$ cat config.mk
export PLATFORM = sky130hd
export DESIGN_NAME = bevi_buffer_events
export DESIGN_NICKNAME = d
export VERILOG_FILES = /design/src/common/bevi_pkg.sv /design/src/common/bevi_cnt_if.sv /design/src/hw/bevi_buffer_events.sv /design/src/hw/bevi_wrap_counter.sv
export SDC_FILE = /design/constraint.sdc
export NUM_CORES = 1
export LEC_CHECK = 0
export ABC_CLOCK_PERIOD_IN_PS = 4500
export BUFFER_PORTS_ARGS = -buffer_cell sky130_fd_sc_hd__buf_4
export CORE_UTILIZATION = 45
export CTS_CLUSTER_DIAMETER = 100
export DETAILED_ROUTE_END_ITERATION = 6
export PLACE_DENSITY = 0.71
export SLEW_MARGIN = 20
export SYNTH_ARGS = -nofsm -noshare
export SYNTH_HDL_FRONTEND = slang
export SYNTH_HIERARCHICAL = 1
export SYNTH_SLANG_ARGS = --single-unit
$ cat constraint.sdc
create_clock -name core_clk -period 4.5 [get_ports core_clk]
set_input_delay 0.45 -clock core_clk [delete_from_list [all_inputs] [get_ports core_clk]]
set_output_delay 0.45 -clock core_clk [all_outputs]
set_load 0.02 [all_outputs]
$ cat src/common/bevi_pkg.sv
// Constants and types of the buffer event interrupt block
//
// Contract
// - Each enable bit gates its matching buffer event onto the interrupt.
// - Low six bits read 001011 for enables and 001100 for events.
// - Writing one to soft_irq_request sets soft_irq_flag (bit 6) once.
// - Receive slave-DMA completion sets rx_dma_done_flag at bit 7.
// - Ready to accept a transmit frame sets tx_ready_flag at bit 8.
// - Transmit underrun sets tx_starve_flag at bit 9 and abandons the frame.
// - Lost receive frames set rx_lost_flag at bit 10.
// - First 128 received bytes set rx_early_flag at bit 11.
// - Collision counter stepping 1FFh to 200h interrupts when enabled.
// - Collision counter counts collision input activations during transmit.
// - Lost counter counts each miss; 1FFh to 200h interrupts when enabled.
// - Destination address match sets addr_match_flag at bit 15, before early.
// - With addr_match_enable set, early event replaces address match flag.
// - Reading the event register clears it; host handles every returned bit.
// - Enables reset clear with identifier; optional preload may set them.
// - Event register resets clear with only its identifier.
`default_nettype none

package bevi_pkg;
   // Register indices, byte address is four times the index
   localparam logic [9:0]  CFG_IDX     = 10'h10a;
   localparam logic [9:0]  EVT_IDX     = 10'h12c;
   localparam logic [9:0]  COLCNT_IDX  = 10'h140;
   localparam logic [9:0]  LOSTCNT_IDX = 10'h141;
   localparam logic [9:0]  WRAP_IDX    = 10'h142;
   localparam int unsigned AW          = 12;
   // Identifiers and reset values
   localparam logic [5:0]  CFG_ID      = 6'h0b;
   localparam logic [5:0]  EVT_ID      = 6'h0c;
   localparam logic [5:0]  LOST_ID     = 6'h10;
   localparam logic [5:0]  COL_ID      = 6'h12;
   localparam logic [15:0] CFG_RST     = 16'h000b;
   localparam logic [15:0] EVT_RST     = 16'h000c;
   // Writable enable bits and live event bits
   localparam logic [15:0] CFG_WMASK   = 16'hbf80;
   localparam logic [15:0] EVT_MASK    = 16'h8fc0;
   // Bit positions
   localparam int unsigned BIT_SOFT    = 6;
   localparam int unsigned BIT_DMA     = 7;
   localparam int unsigned BIT_TXRDY   = 8;
   localparam int unsigned BIT_STARVE  = 9;
   localparam int unsigned BIT_LOST    = 10;
   localparam int unsigned BIT_EARLY   = 11;
   localparam int unsigned BIT_COLW    = 12;
   localparam int unsigned BIT_LOSTW   = 13;
   localparam int unsigned BIT_ADDR    = 15;
   // Event counters
   localparam int unsigned CNT_W       = 10;
   localparam logic [9:0]  WRAP_FROM   = 10'h1ff;
   // Bus answers
   localparam logic [1:0]  RESP_OKAY   = 2'h0;
   localparam logic [1:0]  RESP_SLVERR = 2'h2;

   typedef enum logic [0:0] {W_IDLE = 1'b0, W_RESP = 1'b1} bevi_wst_t;
   typedef enum logic [0:0] {R_IDLE = 1'b0, R_RESP = 1'b1} bevi_rst_t;
endpackage

`default_nettype wire

$ cat src/common/bevi_cnt_if.sv
// Link between the main block and one wrapping event counter
`default_nettype none

interface bevi_cnt_if;
   logic                       inc;
   logic                       clr;
   logic [bevi_pkg::CNT_W-1:0] count;
   logic                       wrap;
   modport ctr  (input inc, input clr, output count, output wrap);
   modport user (output inc, output clr, input count, input wrap);
endinterface

`default_nettype wire

$ cat src/hw/bevi_buffer_events.sv
// Buffer event flags, interrupt enables and AXI4-Lite register slave
//
// Chosen here: register access over AXI4-Lite.
`default_nettype none

module bevi_buffer_events (
   // Clock and reset
   input  wire logic                     core_clk,
   input  wire logic                     reset,
   // AXI4-Lite write address and data
   input  wire logic [bevi_pkg::AW-1:0]  s_axi_awaddr,
   input  wire logic                     s_axi_awvalid,
   output logic                          s_axi_awready,
   input  wire logic [31:0]              s_axi_wdata,
   input  wire logic [3:0]               s_axi_wstrb,
   input  wire logic                     s_axi_wvalid,
   output logic                          s_axi_wready,
   // AXI4-Lite write response
   output logic [1:0]                    s_axi_bresp,
   output logic                          s_axi_bvalid,
   input  wire logic                     s_axi_bready,
   // AXI4-Lite read
   input  wire logic [bevi_pkg::AW-1:0]  s_axi_araddr,
   input  wire logic                     s_axi_arvalid,
   output logic                          s_axi_arready,
   output logic [31:0]                   s_axi_rdata,
   output logic [1:0]                    s_axi_rresp,
   output logic                          s_axi_rvalid,
   input  wire logic                     s_axi_rready,
   // Buffer events from the engines, one-cycle pulses
   input  wire logic                     tx_ready_evt,
   input  wire logic                     tx_starve_evt,
   input  wire logic                     rx_dma_done_evt,
   input  wire logic                     rx_lost_evt,
   input  wire logic                     addr_match_evt,
   input  wire logic                     rx_early_evt,
   // Collision sensing
   input  wire logic                     tx_active,
   input  wire logic                     col_pin,
   // Enable preload from the configuration memory
   input  wire logic                     cfg_preload_valid,
   input  wire logic [15:0]              cfg_preload_data,
   // Results
   output logic                          irq,
   output logic                          tx_abandon
);
   typedef struct packed {
      bevi_pkg::bevi_wst_t wst;
      bevi_pkg::bevi_rst_t rst;
      logic                aw_got;
      logic [9:0]          aw_idx;
      logic                w_got;
      logic [15:0]         w_data;
      logic [1:0]          w_strb;
      logic [1:0]          bresp;
      logic [1:0]          rresp;
      logic [31:0]         rdata;
      logic [15:0]         cfg;
      logic [15:0]         evt;
      logic [1:0]          wrap;
      logic                irq;
      logic                abandon;
      logic                col_meta;
      logic                col_sync;
      logic                col_prev;
   } bevi_state_t;

   bevi_state_t st_ff;
   bevi_state_t nxt_st;

   logic        aw_take;
   logic        w_take;
   logic        wr_do;
   logic [9:0]  wr_idx;
   logic [15:0] wr_data;
   logic [1:0]  wr_strb;
   logic        wr_cfg;
   logic        soft_req;
   logic        ar_take;
   logic [9:0]  rd_idx;
   logic        rd_evt;
   logic        rd_wrap;
   logic        col_edge;
   logic        early_swap;
   logic [15:0] evt_set;

   bevi_cnt_if col_if ();
   bevi_cnt_if lost_if ();

   // Handshake outputs straight from the channel states
   assign s_axi_awready = (st_ff.wst == bevi_pkg::W_IDLE) && !st_ff.aw_got;
   assign s_axi_wready  = (st_ff.wst == bevi_pkg::W_IDLE) && !st_ff.w_got;
   assign s_axi_bvalid  = (st_ff.wst == bevi_pkg::W_RESP);
   assign s_axi_arready = (st_ff.rst == bevi_pkg::R_IDLE);
   assign s_axi_rvalid  = (st_ff.rst == bevi_pkg::R_RESP);

   // Registered data outputs
   assign s_axi_bresp = st_ff.bresp;
   assign s_axi_rresp = st_ff.rresp;
   assign s_axi_rdata = st_ff.rdata;
   assign irq         = st_ff.irq;
   assign tx_abandon  = st_ff.abandon;

   // Address and data may arrive in either order; a held one is used first
   assign aw_take = s_axi_awvalid && s_axi_awready;
   assign w_take  = s_axi_wvalid && s_axi_wready;
   assign wr_idx  = st_ff.aw_got ? st_ff.aw_idx : s_axi_awaddr[11:2];
   assign wr_data = st_ff.w_got ? st_ff.w_data : s_axi_wdata[15:0];
   assign wr_strb = st_ff.w_got ? st_ff.w_strb : s_axi_wstrb[1:0];
   assign wr_do   = (st_ff.wst == bevi_pkg::W_IDLE) && (st_ff.aw_got || aw_take)
                    && (st_ff.w_got || w_take);
   assign wr_cfg  = wr_do && (wr_idx == bevi_pkg::CFG_IDX);

   assign soft_req = wr_cfg && wr_strb[0] && wr_data[bevi_pkg::BIT_SOFT];

   // Read decode and its clearing side effects
   assign ar_take = s_axi_arvalid && s_axi_arready;
   assign rd_idx  = s_axi_araddr[11:2];
   assign rd_evt  = ar_take && (rd_idx == bevi_pkg::EVT_IDX);
   assign rd_wrap = ar_take && (rd_idx == bevi_pkg::WRAP_IDX);

   assign col_edge     = st_ff.col_sync && !st_ff.col_prev;
   assign col_if.inc   = col_edge && tx_active;
   assign col_if.clr   = ar_take && (rd_idx == bevi_pkg::COLCNT_IDX);
   assign lost_if.inc  = rx_lost_evt;
   assign lost_if.clr  = ar_take && (rd_idx == bevi_pkg::LOSTCNT_IDX);

   // early event takes over the address match
   assign early_swap = rx_early_evt && st_ff.cfg[bevi_pkg::BIT_ADDR];

   // Event sources into their flag positions
   always_comb begin
      evt_set = 16'h0000;
      evt_set[bevi_pkg::BIT_SOFT]   = soft_req;
      evt_set[bevi_pkg::BIT_DMA]    = rx_dma_done_evt;
      evt_set[bevi_pkg::BIT_TXRDY]  = tx_ready_evt;
      evt_set[bevi_pkg::BIT_STARVE] = tx_starve_evt;
      evt_set[bevi_pkg::BIT_LOST]   = rx_lost_evt;
      evt_set[bevi_pkg::BIT_EARLY]  = rx_early_evt;
      evt_set[bevi_pkg::BIT_ADDR]   = addr_match_evt;
   end

   // Next state of the whole block
   always_comb begin
      nxt_st = st_ff;
      // Collision pin crosses in on two flops before the edge detector
      nxt_st.col_meta = col_pin;
      nxt_st.col_sync = st_ff.col_meta;
      nxt_st.col_prev = st_ff.col_sync;
      nxt_st.abandon  = tx_starve_evt;
      // Write channel capture
      if (aw_take) begin
         nxt_st.aw_got = 1'b1;
         nxt_st.aw_idx = s_axi_awaddr[11:2];
      end
      if (w_take) begin
         nxt_st.w_got  = 1'b1;
         nxt_st.w_data = s_axi_wdata[15:0];
         nxt_st.w_strb = s_axi_wstrb[1:0];
      end
      // Read-only targets accept and ignore writes; unmapped ones are refused
      if (wr_do) begin
         nxt_st.aw_got = 1'b0;
         nxt_st.w_got  = 1'b0;
         nxt_st.wst    = bevi_pkg::W_RESP;
         case (wr_idx)
            bevi_pkg::CFG_IDX,
            bevi_pkg::EVT_IDX,
            bevi_pkg::COLCNT_IDX,
            bevi_pkg::LOSTCNT_IDX,
            bevi_pkg::WRAP_IDX: begin
               nxt_st.bresp = bevi_pkg::RESP_OKAY;
            end
            default: begin
               nxt_st.bresp = bevi_pkg::RESP_SLVERR;
            end
         endcase
      end
      if ((st_ff.wst == bevi_pkg::W_RESP) && s_axi_bready) begin
         nxt_st.wst = bevi_pkg::W_IDLE;
      end
      // preload, a host write in the same cycle wins
      if (cfg_preload_valid) begin
         nxt_st.cfg = cfg_preload_data & bevi_pkg::CFG_WMASK;
      end
      if (wr_cfg) begin
         nxt_st.cfg = {wr_strb[1] ? wr_data[15:8] : st_ff.cfg[15:8],
                       wr_strb[0] ? wr_data[7:0] : st_ff.cfg[7:0]} & bevi_pkg::CFG_WMASK;
      end
      // Read channel, data captured at the taking edge
      if (ar_take) begin
         nxt_st.rst   = bevi_pkg::R_RESP;
         nxt_st.rresp = bevi_pkg::RESP_OKAY;
         case (rd_idx)
            bevi_pkg::CFG_IDX: begin
               nxt_st.rdata = {16'h0000, st_ff.cfg[15:6], bevi_pkg::CFG_ID};
            end
            bevi_pkg::EVT_IDX: begin
               nxt_st.rdata = {16'h0000, st_ff.evt[15:6], bevi_pkg::EVT_ID};
            end
            bevi_pkg::COLCNT_IDX: begin
               nxt_st.rdata = {16'h0000, col_if.count, bevi_pkg::COL_ID};
            end
            bevi_pkg::LOSTCNT_IDX: begin
               nxt_st.rdata = {16'h0000, lost_if.count, bevi_pkg::LOST_ID};
            end
            bevi_pkg::WRAP_IDX: begin
               nxt_st.rdata = {30'h00000000, st_ff.wrap};
            end
            default: begin
               nxt_st.rdata = 32'h00000000;
               nxt_st.rresp = bevi_pkg::RESP_SLVERR;
            end
         endcase
      end
      if ((st_ff.rst == bevi_pkg::R_RESP) && s_axi_rready) begin
         nxt_st.rst = bevi_pkg::R_IDLE;
      end
      // read clears, a new event in the same cycle survives
      nxt_st.evt = rd_evt ? 16'h0000 : st_ff.evt;
      // address match withdrawn when the early event lands
      if (early_swap) begin
         nxt_st.evt[bevi_pkg::BIT_ADDR] = 1'b0;
      end
      nxt_st.evt = (nxt_st.evt | evt_set) & bevi_pkg::EVT_MASK;
      // counter wrap warnings, cleared by their own read
      nxt_st.wrap = (rd_wrap ? 2'b00 : st_ff.wrap) | {lost_if.wrap, col_if.wrap};
      // single level request, soft flag needs no enable
      nxt_st.irq = (|(nxt_st.evt & (nxt_st.cfg | 16'h0040)))
                   || (nxt_st.wrap[0] && nxt_st.cfg[bevi_pkg::BIT_COLW])
                   || (nxt_st.wrap[1] && nxt_st.cfg[bevi_pkg::BIT_LOSTW]);
      if (reset) begin
         nxt_st     = '0;
         nxt_st.cfg = bevi_pkg::CFG_RST & bevi_pkg::CFG_WMASK;
         nxt_st.evt = bevi_pkg::EVT_RST & bevi_pkg::EVT_MASK;
      end
   end

   // State register
   always_ff @(posedge core_clk) begin
      st_ff <= nxt_st;
   end

   // Collision counter
   bevi_wrap_counter u_col_cnt (
      .core_clk (core_clk),
      .reset    (reset),
      .cnt      (col_if.ctr)
   );

   // Lost frame counter
   bevi_wrap_counter u_lost_cnt (
      .core_clk (core_clk),
      .reset    (reset),
      .cnt      (lost_if.ctr)
   );

   a_soft_irq_set: assert property (
      @(posedge core_clk) disable iff (reset)
      soft_req |=> st_ff.evt[bevi_pkg::BIT_SOFT] && irq)
      else $error("soft request did not raise irq");

   a_cfg_ident: assert property (
      @(posedge core_clk) disable iff (reset)
      ar_take && rd_idx == bevi_pkg::CFG_IDX |=> s_axi_rvalid && s_axi_rdata[5:0] == 6'h0b)
      else $error("enable identifier wrong");

   a_evt_ident: assert property (
      @(posedge core_clk) disable iff (reset)
      ar_take && rd_idx == bevi_pkg::EVT_IDX |=> s_axi_rvalid && s_axi_rdata[5:0] == 6'h0c)
      else $error("event identifier wrong");

   a_evt_clear: assert property (
      @(posedge core_clk) disable iff (reset)
      rd_evt && evt_set == 16'h0000 |=> st_ff.evt == 16'h0000)
      else $error("event read did not clear");

   a_early_swap: assert property (
      @(posedge core_clk) disable iff (reset)
      early_swap && !addr_match_evt |=> !st_ff.evt[bevi_pkg::BIT_ADDR] && st_ff.evt[bevi_pkg::BIT_EARLY])
      else $error("early event did not replace address match");

   a_starve_flag: assert property (
      @(posedge core_clk) disable iff (reset)
      tx_starve_evt |=> st_ff.evt[bevi_pkg::BIT_STARVE] && tx_abandon ##1 !tx_abandon || $past(tx_starve_evt))
      else $error("underrun not flagged");

   a_irq_enabled: assert property (
      @(posedge core_clk) disable iff (reset)
      tx_ready_evt && st_ff.cfg[bevi_pkg::BIT_TXRDY] && !wr_cfg && !cfg_preload_valid |=> irq)
      else $error("enabled event gave no irq");

   a_irq_quiet: assert property (
      @(posedge core_clk) disable iff (reset)
      st_ff.evt == 16'h0000 && st_ff.wrap == 2'b00 |-> !irq)
      else $error("irq without pending event");

   a_cfg_reset: assert property (
      @(posedge core_clk) disable iff (reset)
      $past(reset) |-> st_ff.cfg == 16'h0000 && st_ff.evt == 16'h0000 && !irq)
      else $error("reset state wrong");

   a_col_count: assert property (
      @(posedge core_clk) disable iff (reset)
      col_if.inc && !col_if.clr |=> col_if.count == 10'($past(col_if.count) + 10'h001))
      else $error("collision not counted");

   // Write response held until taken
   a_bresp_hold: assert property (
      @(posedge core_clk) disable iff (reset)
      s_axi_bvalid && !s_axi_bready |=> s_axi_bvalid && $stable(s_axi_bresp))
      else $error("write response dropped");
endmodule // bevi_buffer_events

`default_nettype wire

$ cat src/hw/bevi_wrap_counter.sv
// Clear-on-read event counter with a half-way wrap warning
`default_nettype none

module bevi_wrap_counter (
   // Clock and reset
   input wire logic   core_clk,
   input wire logic   reset,
   // Counter link
   bevi_cnt_if.ctr    cnt
);
   typedef struct packed {
      logic [bevi_pkg::CNT_W-1:0] count;
   } bevi_cnt_state_t;

   bevi_cnt_state_t st_ff;
   bevi_cnt_state_t nxt_st;

   // Warning fires on the step into the upper half, long before the wrap;
   // a clearing read in the same cycle restarts at one, so no warning then
   assign cnt.wrap  = cnt.inc && !cnt.clr && (st_ff.count == bevi_pkg::WRAP_FROM);
   assign cnt.count = st_ff.count;

   // A count arriving with the clearing read survives as one
   always_comb begin
      nxt_st = st_ff;
      if (cnt.clr) begin
         nxt_st.count = '0;
      end
      if (cnt.inc) begin
         nxt_st.count = nxt_st.count + 10'h001;
      end
      if (reset) begin
         nxt_st = '0;
      end
   end

   // State register
   always_ff @(posedge core_clk) begin
      st_ff <= nxt_st;
   end

   a_wrap_point: assert property (
      @(posedge core_clk) disable iff (reset)
      cnt.inc && !cnt.clr && st_ff.count == 10'h1ff |-> cnt.wrap ##1 st_ff.count == 10'h200)
      else $error("wrap warning missing at 1ff");
endmodule // bevi_wrap_counter

`default_nettype wire

== Yosys cells after proc, flatten, opt, wreduce, memory -nomap -nowiden ==
Cells that the tools add are included.
Operators by class
  add/sub/neg operators: 2
  $mul: 0
  divide/modulo/power cells: 0
  $lt $le $gt $ge: 0
  eq/ne operators: 12
  shifts and indexed selects: 0
  multiplexer cells: 17
  bitwise logic cells: 5
  reduce and logical (&&, ||, !) cells: 40
Operators with widths (count)
  $eq A10 B9 Y1 const B: 12
  $pmux W16 S5: 1
  $mux W16: 4
  $mux W10: 5
  $logic_and A1 B1 Y1: 25
  $add A10 B1 Y10 const B: 2
  $and A16 B16 Y16: 1
  $mux W8: 2
  $or A16 B16 Y16: 1
  $reduce_or A16 Y1: 1
  $reduce_or A5 Y1: 2
  $mux W2: 4
  $reduce_or A2 Y1: 3
  $logic_not A1 Y1: 5
  $logic_or A1 B1 Y1: 4
  $not A1 Y1: 2
  $or A2 B2 Y2: 1
  $mux W1: 1
Storage, ports and cells
  register bits after elaboration: 126
  latch bits: 0
  bits in writable memories: 0
  ROM bits: 0
  output and inout port bits: 43
  logic and storage cells: 97
  memories: 0

== Logic depth before layout (Yosys ltp) ==
  word-level depth: 14
  mapped depth: 14
  gate-level depth less buffers: 12

== Hierarchy ==
Netlist, hierarchy kept.
By module, submodules not included
  bevi_buffer_events: instances 1, cells an instance 410, area each 3440.8 sq um, sequential area each 1281.2 sq um
  bevi_wrap_counter: instances 2, cells an instance 61, area each 580.6 sq um, sequential area each 200.2 sq um

== Worst setup path after synthesis ==
Ideal clock, no wire load.
  kind: input to register
  from: in s_axi_araddr[6] in the netlist's numbering
  to: reg st_ff, in the netlist irq
  data arrival time: 3.277 ns
  required time: 4.362 ns
  path slack: 1.086 ns
  stages: 14
  buffers on the path: 2
  cells stage by stage: or4b_4 -> nand4bb_1 -> nor2_1 -> clkbuf_1 -> and3_1 -> buf_6 -> nand2b_4 -> nor4_1 -> nor4b_1 -> a211o_1 -> a2bb2oi_1 -> o211a_1 -> o31a_1 -> a41oi_2
Between the ends
  elaborated cells on any way between the ends: 25
  classes of those cells: eq/ne: 4; mux: 3; bitwise: 3; reduce/logical: 15
RTL lines
  start: declaration: RTL line bevi_buffer_events.sv:23  | input wire logic [bevi_pkg::AW-1:0] s_axi_araddr,
  $eq A10 B9 Y1: RTL line bevi_buffer_events.sv:126  | assign lost_if.clr = ar_take && (rd_idx == bevi_pkg::LOSTCNT_IDX);
  $logic_and A1 B1 Y1: RTL line bevi_buffer_events.sv:126
  named net lost_if.clr: RTL line bevi_cnt_if.sv:6  | logic clr;
  $logic_not A1 Y1: RTL line bevi_wrap_counter.sv:20  | assign cnt.wrap = cnt.inc && !cnt.clr && (st_ff.count == bevi_pkg::WRAP_FROM);
  $logic_and A1 B1 Y1 (2 in series): RTL line bevi_wrap_counter.sv:20
  named net lost_if.wrap: RTL line bevi_cnt_if.sv:8  | logic wrap;
  $or A2 B2 Y2: RTL line bevi_buffer_events.sv:227  | nxt_st.wrap = (rd_wrap ? 2'b00 : st_ff.wrap) | {lost_if.wrap, col_if.wrap};
  $logic_and A1 B1 Y1: RTL line bevi_buffer_events.sv:231  | || (nxt_st.wrap[1] && nxt_st.cfg[bevi_pkg::BIT_LOSTW]);
  $logic_or A1 B1 Y1: RTL line bevi_buffer_events.sv:231
  end signal: assignment: RTL line bevi_buffer_events.sv:241  | st_ff <= nxt_st;
  end: declaration: RTL line bevi_buffer_events.sv:68  | bevi_state_t st_ff;
The timed path passes the listed nets, and every way through them passes these cells.
A chain may end at the register's enable or synchronous reset.

== Worst setup path after layout ==
Same ends and word-level chain as after synthesis.

==> summary.txt <==
RUN STATUS
---------------------------------------------------------------------------------
Outcome ............................................................ finished clean

STA
---------------------------------------------------------------------------------
Time the worst path needs with I/O delays and setup ................      3.47 ns
Tightest Pin Transition ............................................     0.915 ns
Total setup violations reported at the end of the flow .............            0
Setup TNS ..........................................................         0 ns
Final WS setup .....................................................      1.03 ns
Final period util ..................................................        77.2%
RSZ-0062 raised after global routing ...............................        false
Worst hold margin ..................................................     0.320 ns
Tightest slew margin relative to the limit .........................        39.0%
Total count of hold-check failures in the final report .............            0
Number of pins exceeding their max-slew limit in the final report ..            0
Setup Skew .........................................................   0.00900 ns
Max Fclk ...........................................................    0.288 GHz

PLACE
---------------------------------------------------------------------------------
Placement-stage worst setup slack ..................................     0.721 ns
I/O Buffers ........................................................           78
DP HPWL ............................................................      7800 um
Final estimated routing congestion in global placement .............        0.877
Cell total after placement .........................................          697
Cell Area, Placed ..................................................   5010 sq um

SYNTH
---------------------------------------------------------------------------------
Total of warnings raised by yosys ..................................            6
Count of flip-flops with a built-in enable after synthesis .........            0
Post-synthesis average cell area ...................................   8.65 sq um
Post-Synthesis Cell Area ...........................................   4600 sq um
Yosys top cell by area ............................................. sky130_fd_sc_hd__dfxtp_1
Commonest cells in the synthesized netlist ......................... 84 x sky130_fd_sc_hd__dfxtp_1, 72 x sky130_fd_sc_hd__nand2_1, 51 x sky130_fd_sc_hd__nor2_1, 41 x sky130_fd_sc_hd__a21oi_1, 36 x sky130_fd_sc_hd__buf_4
Post-synth top area share ..........................................        36.5%
Fraction of synthesis flops using an asynchronous set or reset pin .           0%
Synth Flop Type .................................................... sky130_fd_sc_hd__dfxtp_1
Top cells by area in the synthesized netlist ....................... sky130_fd_sc_hd__dfxtp_1 37%, sky130_fd_sc_hd__buf_4 5.9%, sky130_fd_sc_hd__nand2_1 5.9%
Most numerous cell in the Yosys netlist ............................ sky130_fd_sc_hd__dfxtp_1
Register bit total from synthesis ..................................           84
Count of distinct cell types in the synthesized netlist ............           68
Gate Count Post-Synth ..............................................          532
Sequential element share of the synthesized area ...................        36.5%

PWR
---------------------------------------------------------------------------------
Maximum ir drop on the vdd rail ....................................       187 uV
LEAKAGE ............................................................      2.17 nW
Fraction of power consumed by sequential logic .....................        48.4%
Power Total ........................................................      1.69 mW
Clock power frac ...................................................        35.5%
Pwr dens ...........................................................  322 nW/um^2
Net load switching power ...........................................       464 uW
Internal Pwr Total .................................................      1.23 mW
Switching power share of the total .................................        27.4%
Part of the total power dissipated in combinational logic ..........        16.1%

CTS
---------------------------------------------------------------------------------
# hold bufs at CTS .................................................            0
Clock buffer depth .................................................            2
Clock tree from TritonCTS ..........................................          yes
Number of clock sinks ..............................................           84
Clock-pin slew on the worst setup and hold paths ...................      0.08 ns
Worst-skew pair later-pin latency ..................................      0.35 ns
Number of setup buffers added after CTS ............................            0
Number of CTS-inserted buffers .....................................            9
Cell at the root of the clock tree ................................. sky130_fd_sc_hd__clkbuf_8
H-tree levels ......................................................            3
Total of cells resized after clock tree synthesis ..................            0

CELLS AND AREA
---------------------------------------------------------------------------------
Fillcell total .....................................................          909
Final core utilization .............................................        53.2%
Count of inserted antenna diode cells ..............................            0
Non-Filler Instances ...............................................          713
Area used by sequential logic in the layout ........................   1680 sq um
Synth-to-layout area growth ........................................        13.9%
Number of nets in the layout .......................................          669
Combined area of the multi-input logic cells .......................   2520 sq um
Final design area excluding fillers ................................   5240 sq um
Layout cell share with drive strength beyond 1 .....................        23.8%

DIE
---------------------------------------------------------------------------------
I/O pins ...........................................................          135
Initial standard-cell utilization of the core ......................        46.7%
Total die area .....................................................  10600 sq um
Row count ..........................................................           36
Die width ..........................................................       103 um
Y dimension of the die .............................................       103 um
Area of the core ...................................................   9860 sq um

DETAILED ROUTING
---------------------------------------------------------------------------------
Detailed Routing Iterations Pass 1 .................................            6
Via/cell ratio .....................................................         5.39
Antenna viol nets, final ...........................................            0
Post-detailed-route wirelength per cell ............................      14.8 um
Routed wire length .................................................     10600 um
Vias after detailed routing ........................................         3845
Initial DRC count ..................................................          225
DRC violations left ................................................            0

CRITICAL PATH
---------------------------------------------------------------------------------
Worst reg-to-reg path cell count ...................................           11
Largest fanout of any net on the critical path .....................           12
Kind of critical path .............................................. primary input to register
Worst Path Required ................................................      4.69 ns
Category of the worst setup path launch point ...................... primary input
Critical path data arrival time ....................................      3.67 ns
Endpoint of the most critical register-to-register path ............ irq$_SDFF_PP0_
Crit Reg-Reg Startpoint ............................................ s_axi_rvalid$_SDFFE_PP0N_
Worst setup EP type ................................................     register
Worst reg-to-reg setup slack .......................................      1.57 ns

JOB
---------------------------------------------------------------------------------
Max_cap viols ......................................................            0

GRT
---------------------------------------------------------------------------------
Initial antenna violation count ....................................            0
Pin count of the biggest net entering global routing ...............           89
First-pass GRT wire length .........................................     16700 um
GR Overflow Total ..................................................            0
Total track usage ..................................................        20.4%
Vias in the first global route .....................................         3400

MIN PATH
---------------------------------------------------------------------------------
Hold Path Sink ..................................................... st_ff[2]$_SDFF_PP0_
Hold Path Depth ....................................................            2
Hold path start ....................................................      col_pin
Hold WC Path Type .................................................. primary input to register

[worst max-delay path by stage]
stage	slack, ns	to	start
floorplan	1.09	irq$_SDFF_PP0_	s_axi_araddr[6]
global placement	0.78	irq$_SDFF_PP0_	s_axi_araddr[6]
detailed placement	0.72	irq$_SDFF_PP0_	s_axi_araddr[6]
CTS	1.10	irq$_SDFF_PP0_	s_axi_araddr[6]
global route	0.85	irq$_SDFF_PP0_	s_axi_araddr[6]
finish	1.03	irq$_SDFF_PP0_	s_axi_araddr[6]
[placed cells by master, fill, tap and decap left out, types with 3 or more instances in the layout]
cell type                  netlist  routed
sky130_fd_sc_hd__dfxtp_1        84      84
sky130_fd_sc_hd__a221oi_1        3       3
sky130_fd_sc_hd__buf_4          36      80
sky130_fd_sc_hd__and2_1          4       4
sky130_fd_sc_hd__nor3b_1         6       6
sky130_fd_sc_hd__nand4_2         4       4
sky130_fd_sc_hd__nand3_1        11      11
sky130_fd_sc_hd__a211oi_1       11      11
sky130_fd_sc_hd__o211ai_1        3       3
sky130_fd_sc_hd__inv_1          13      13
sky130_fd_sc_hd__clkbuf_8        0      10
sky130_fd_sc_hd__mux2_2         15      15
sky130_fd_sc_hd__nor2b_1        12      12
sky130_fd_sc_hd__o21ai_0         3       3
sky130_fd_sc_hd__nor3_1         15      14
sky130_fd_sc_hd__a222oi_1        6       6
sky130_fd_sc_hd__nand2_1        72      72
sky130_fd_sc_hd__conb_1          1      19
sky130_fd_sc_hd__a31oi_1         3       3
sky130_fd_sc_hd__o22a_1          3       3
sky130_fd_sc_hd__a21oi_1        41      41
sky130_fd_sc_hd__nor2_1         51      51
sky130_fd_sc_hd__mux2i_1        18      18
sky130_fd_sc_hd__a221o_1         4       4
sky130_fd_sc_hd__nand4_1         7       7
sky130_fd_sc_hd__and3_1          7       7
sky130_fd_sc_hd__nand2b_1        7       7
sky130_fd_sc_hd__xnor2_1         6       6
sky130_fd_sc_hd__nor4_4          5       5
[worst max-delay path: stages]
cell and delay [ns]:
sky130_fd_sc_hd__buf_4 0.11, sky130_fd_sc_hd__or4b_4 0.57, sky130_fd_sc_hd__nand4bb_1 0.24, sky130_fd_sc_hd__nor2_1 0.12, sky130_fd_sc_hd__buf_4 0.19, sky130_fd_sc_hd__and3_1 0.38
sky130_fd_sc_hd__nand2b_4 0.23, sky130_fd_sc_hd__nor4_1 0.08, sky130_fd_sc_hd__nor4b_1 0.53, sky130_fd_sc_hd__a211o_1 0.21, sky130_fd_sc_hd__a2bb2oi_1 0.14, sky130_fd_sc_hd__o211a_1 0.16
sky130_fd_sc_hd__o31a_1 0.14, sky130_fd_sc_hd__a41oi_2 0.11
[cells by family after synthesis]
group,synth area share (%)
simple gates,27.9
xor+xnor,1.52
buf+inv,10.3
other cells,0.0815
compound gates,14.5
fa+ha+maj,0.544
flops,36.5
mux,8.73
[routing by layer]
metal	track usage [%]	vias to the layer above	wire length [um]
li1	-	1918	-
met1	29.3	1759	5120
met2	30.0	148	4540
met3	3.12	20	629
met4	9.53	0	298
met5	0	-	0
[power groups by stage]
stage	Clock [mW]	Combinational, mW	Sequential [mW]
global placement	0	0.264	0.833
floorplan	0	0.206	0.822
detailed placement	0	0.270	0.834
CTS	0.612	0.272	0.817
global route	0.652	0.298	0.823
finish	0.600	0.272	0.817
[area by class of cell]
type                            instances  area share, %
Sequential cell                        84           32.1
Inverter                               13          0.931
Clock inverter                          6           1.67
Clock buffer                           10           2.62
Multi-Input combinational cell        387           48.1
Timing Repair Buffer                   80           11.5
Tap cell                              133           3.17
[registers in the layout, summed over array words and instances, names as in the netlist]
name	count
tx_abandon	1
s_axi_rvalid	1
s_axi_bresp	1
st_ff	43
s_axi_rdata	15
u_lost_cnt/cnt.count	10
u_col_cnt/cnt.count	10
s_axi_bvalid	1
irq	1
s_axi_rresp	1
(Power assumes the default switching activity.)
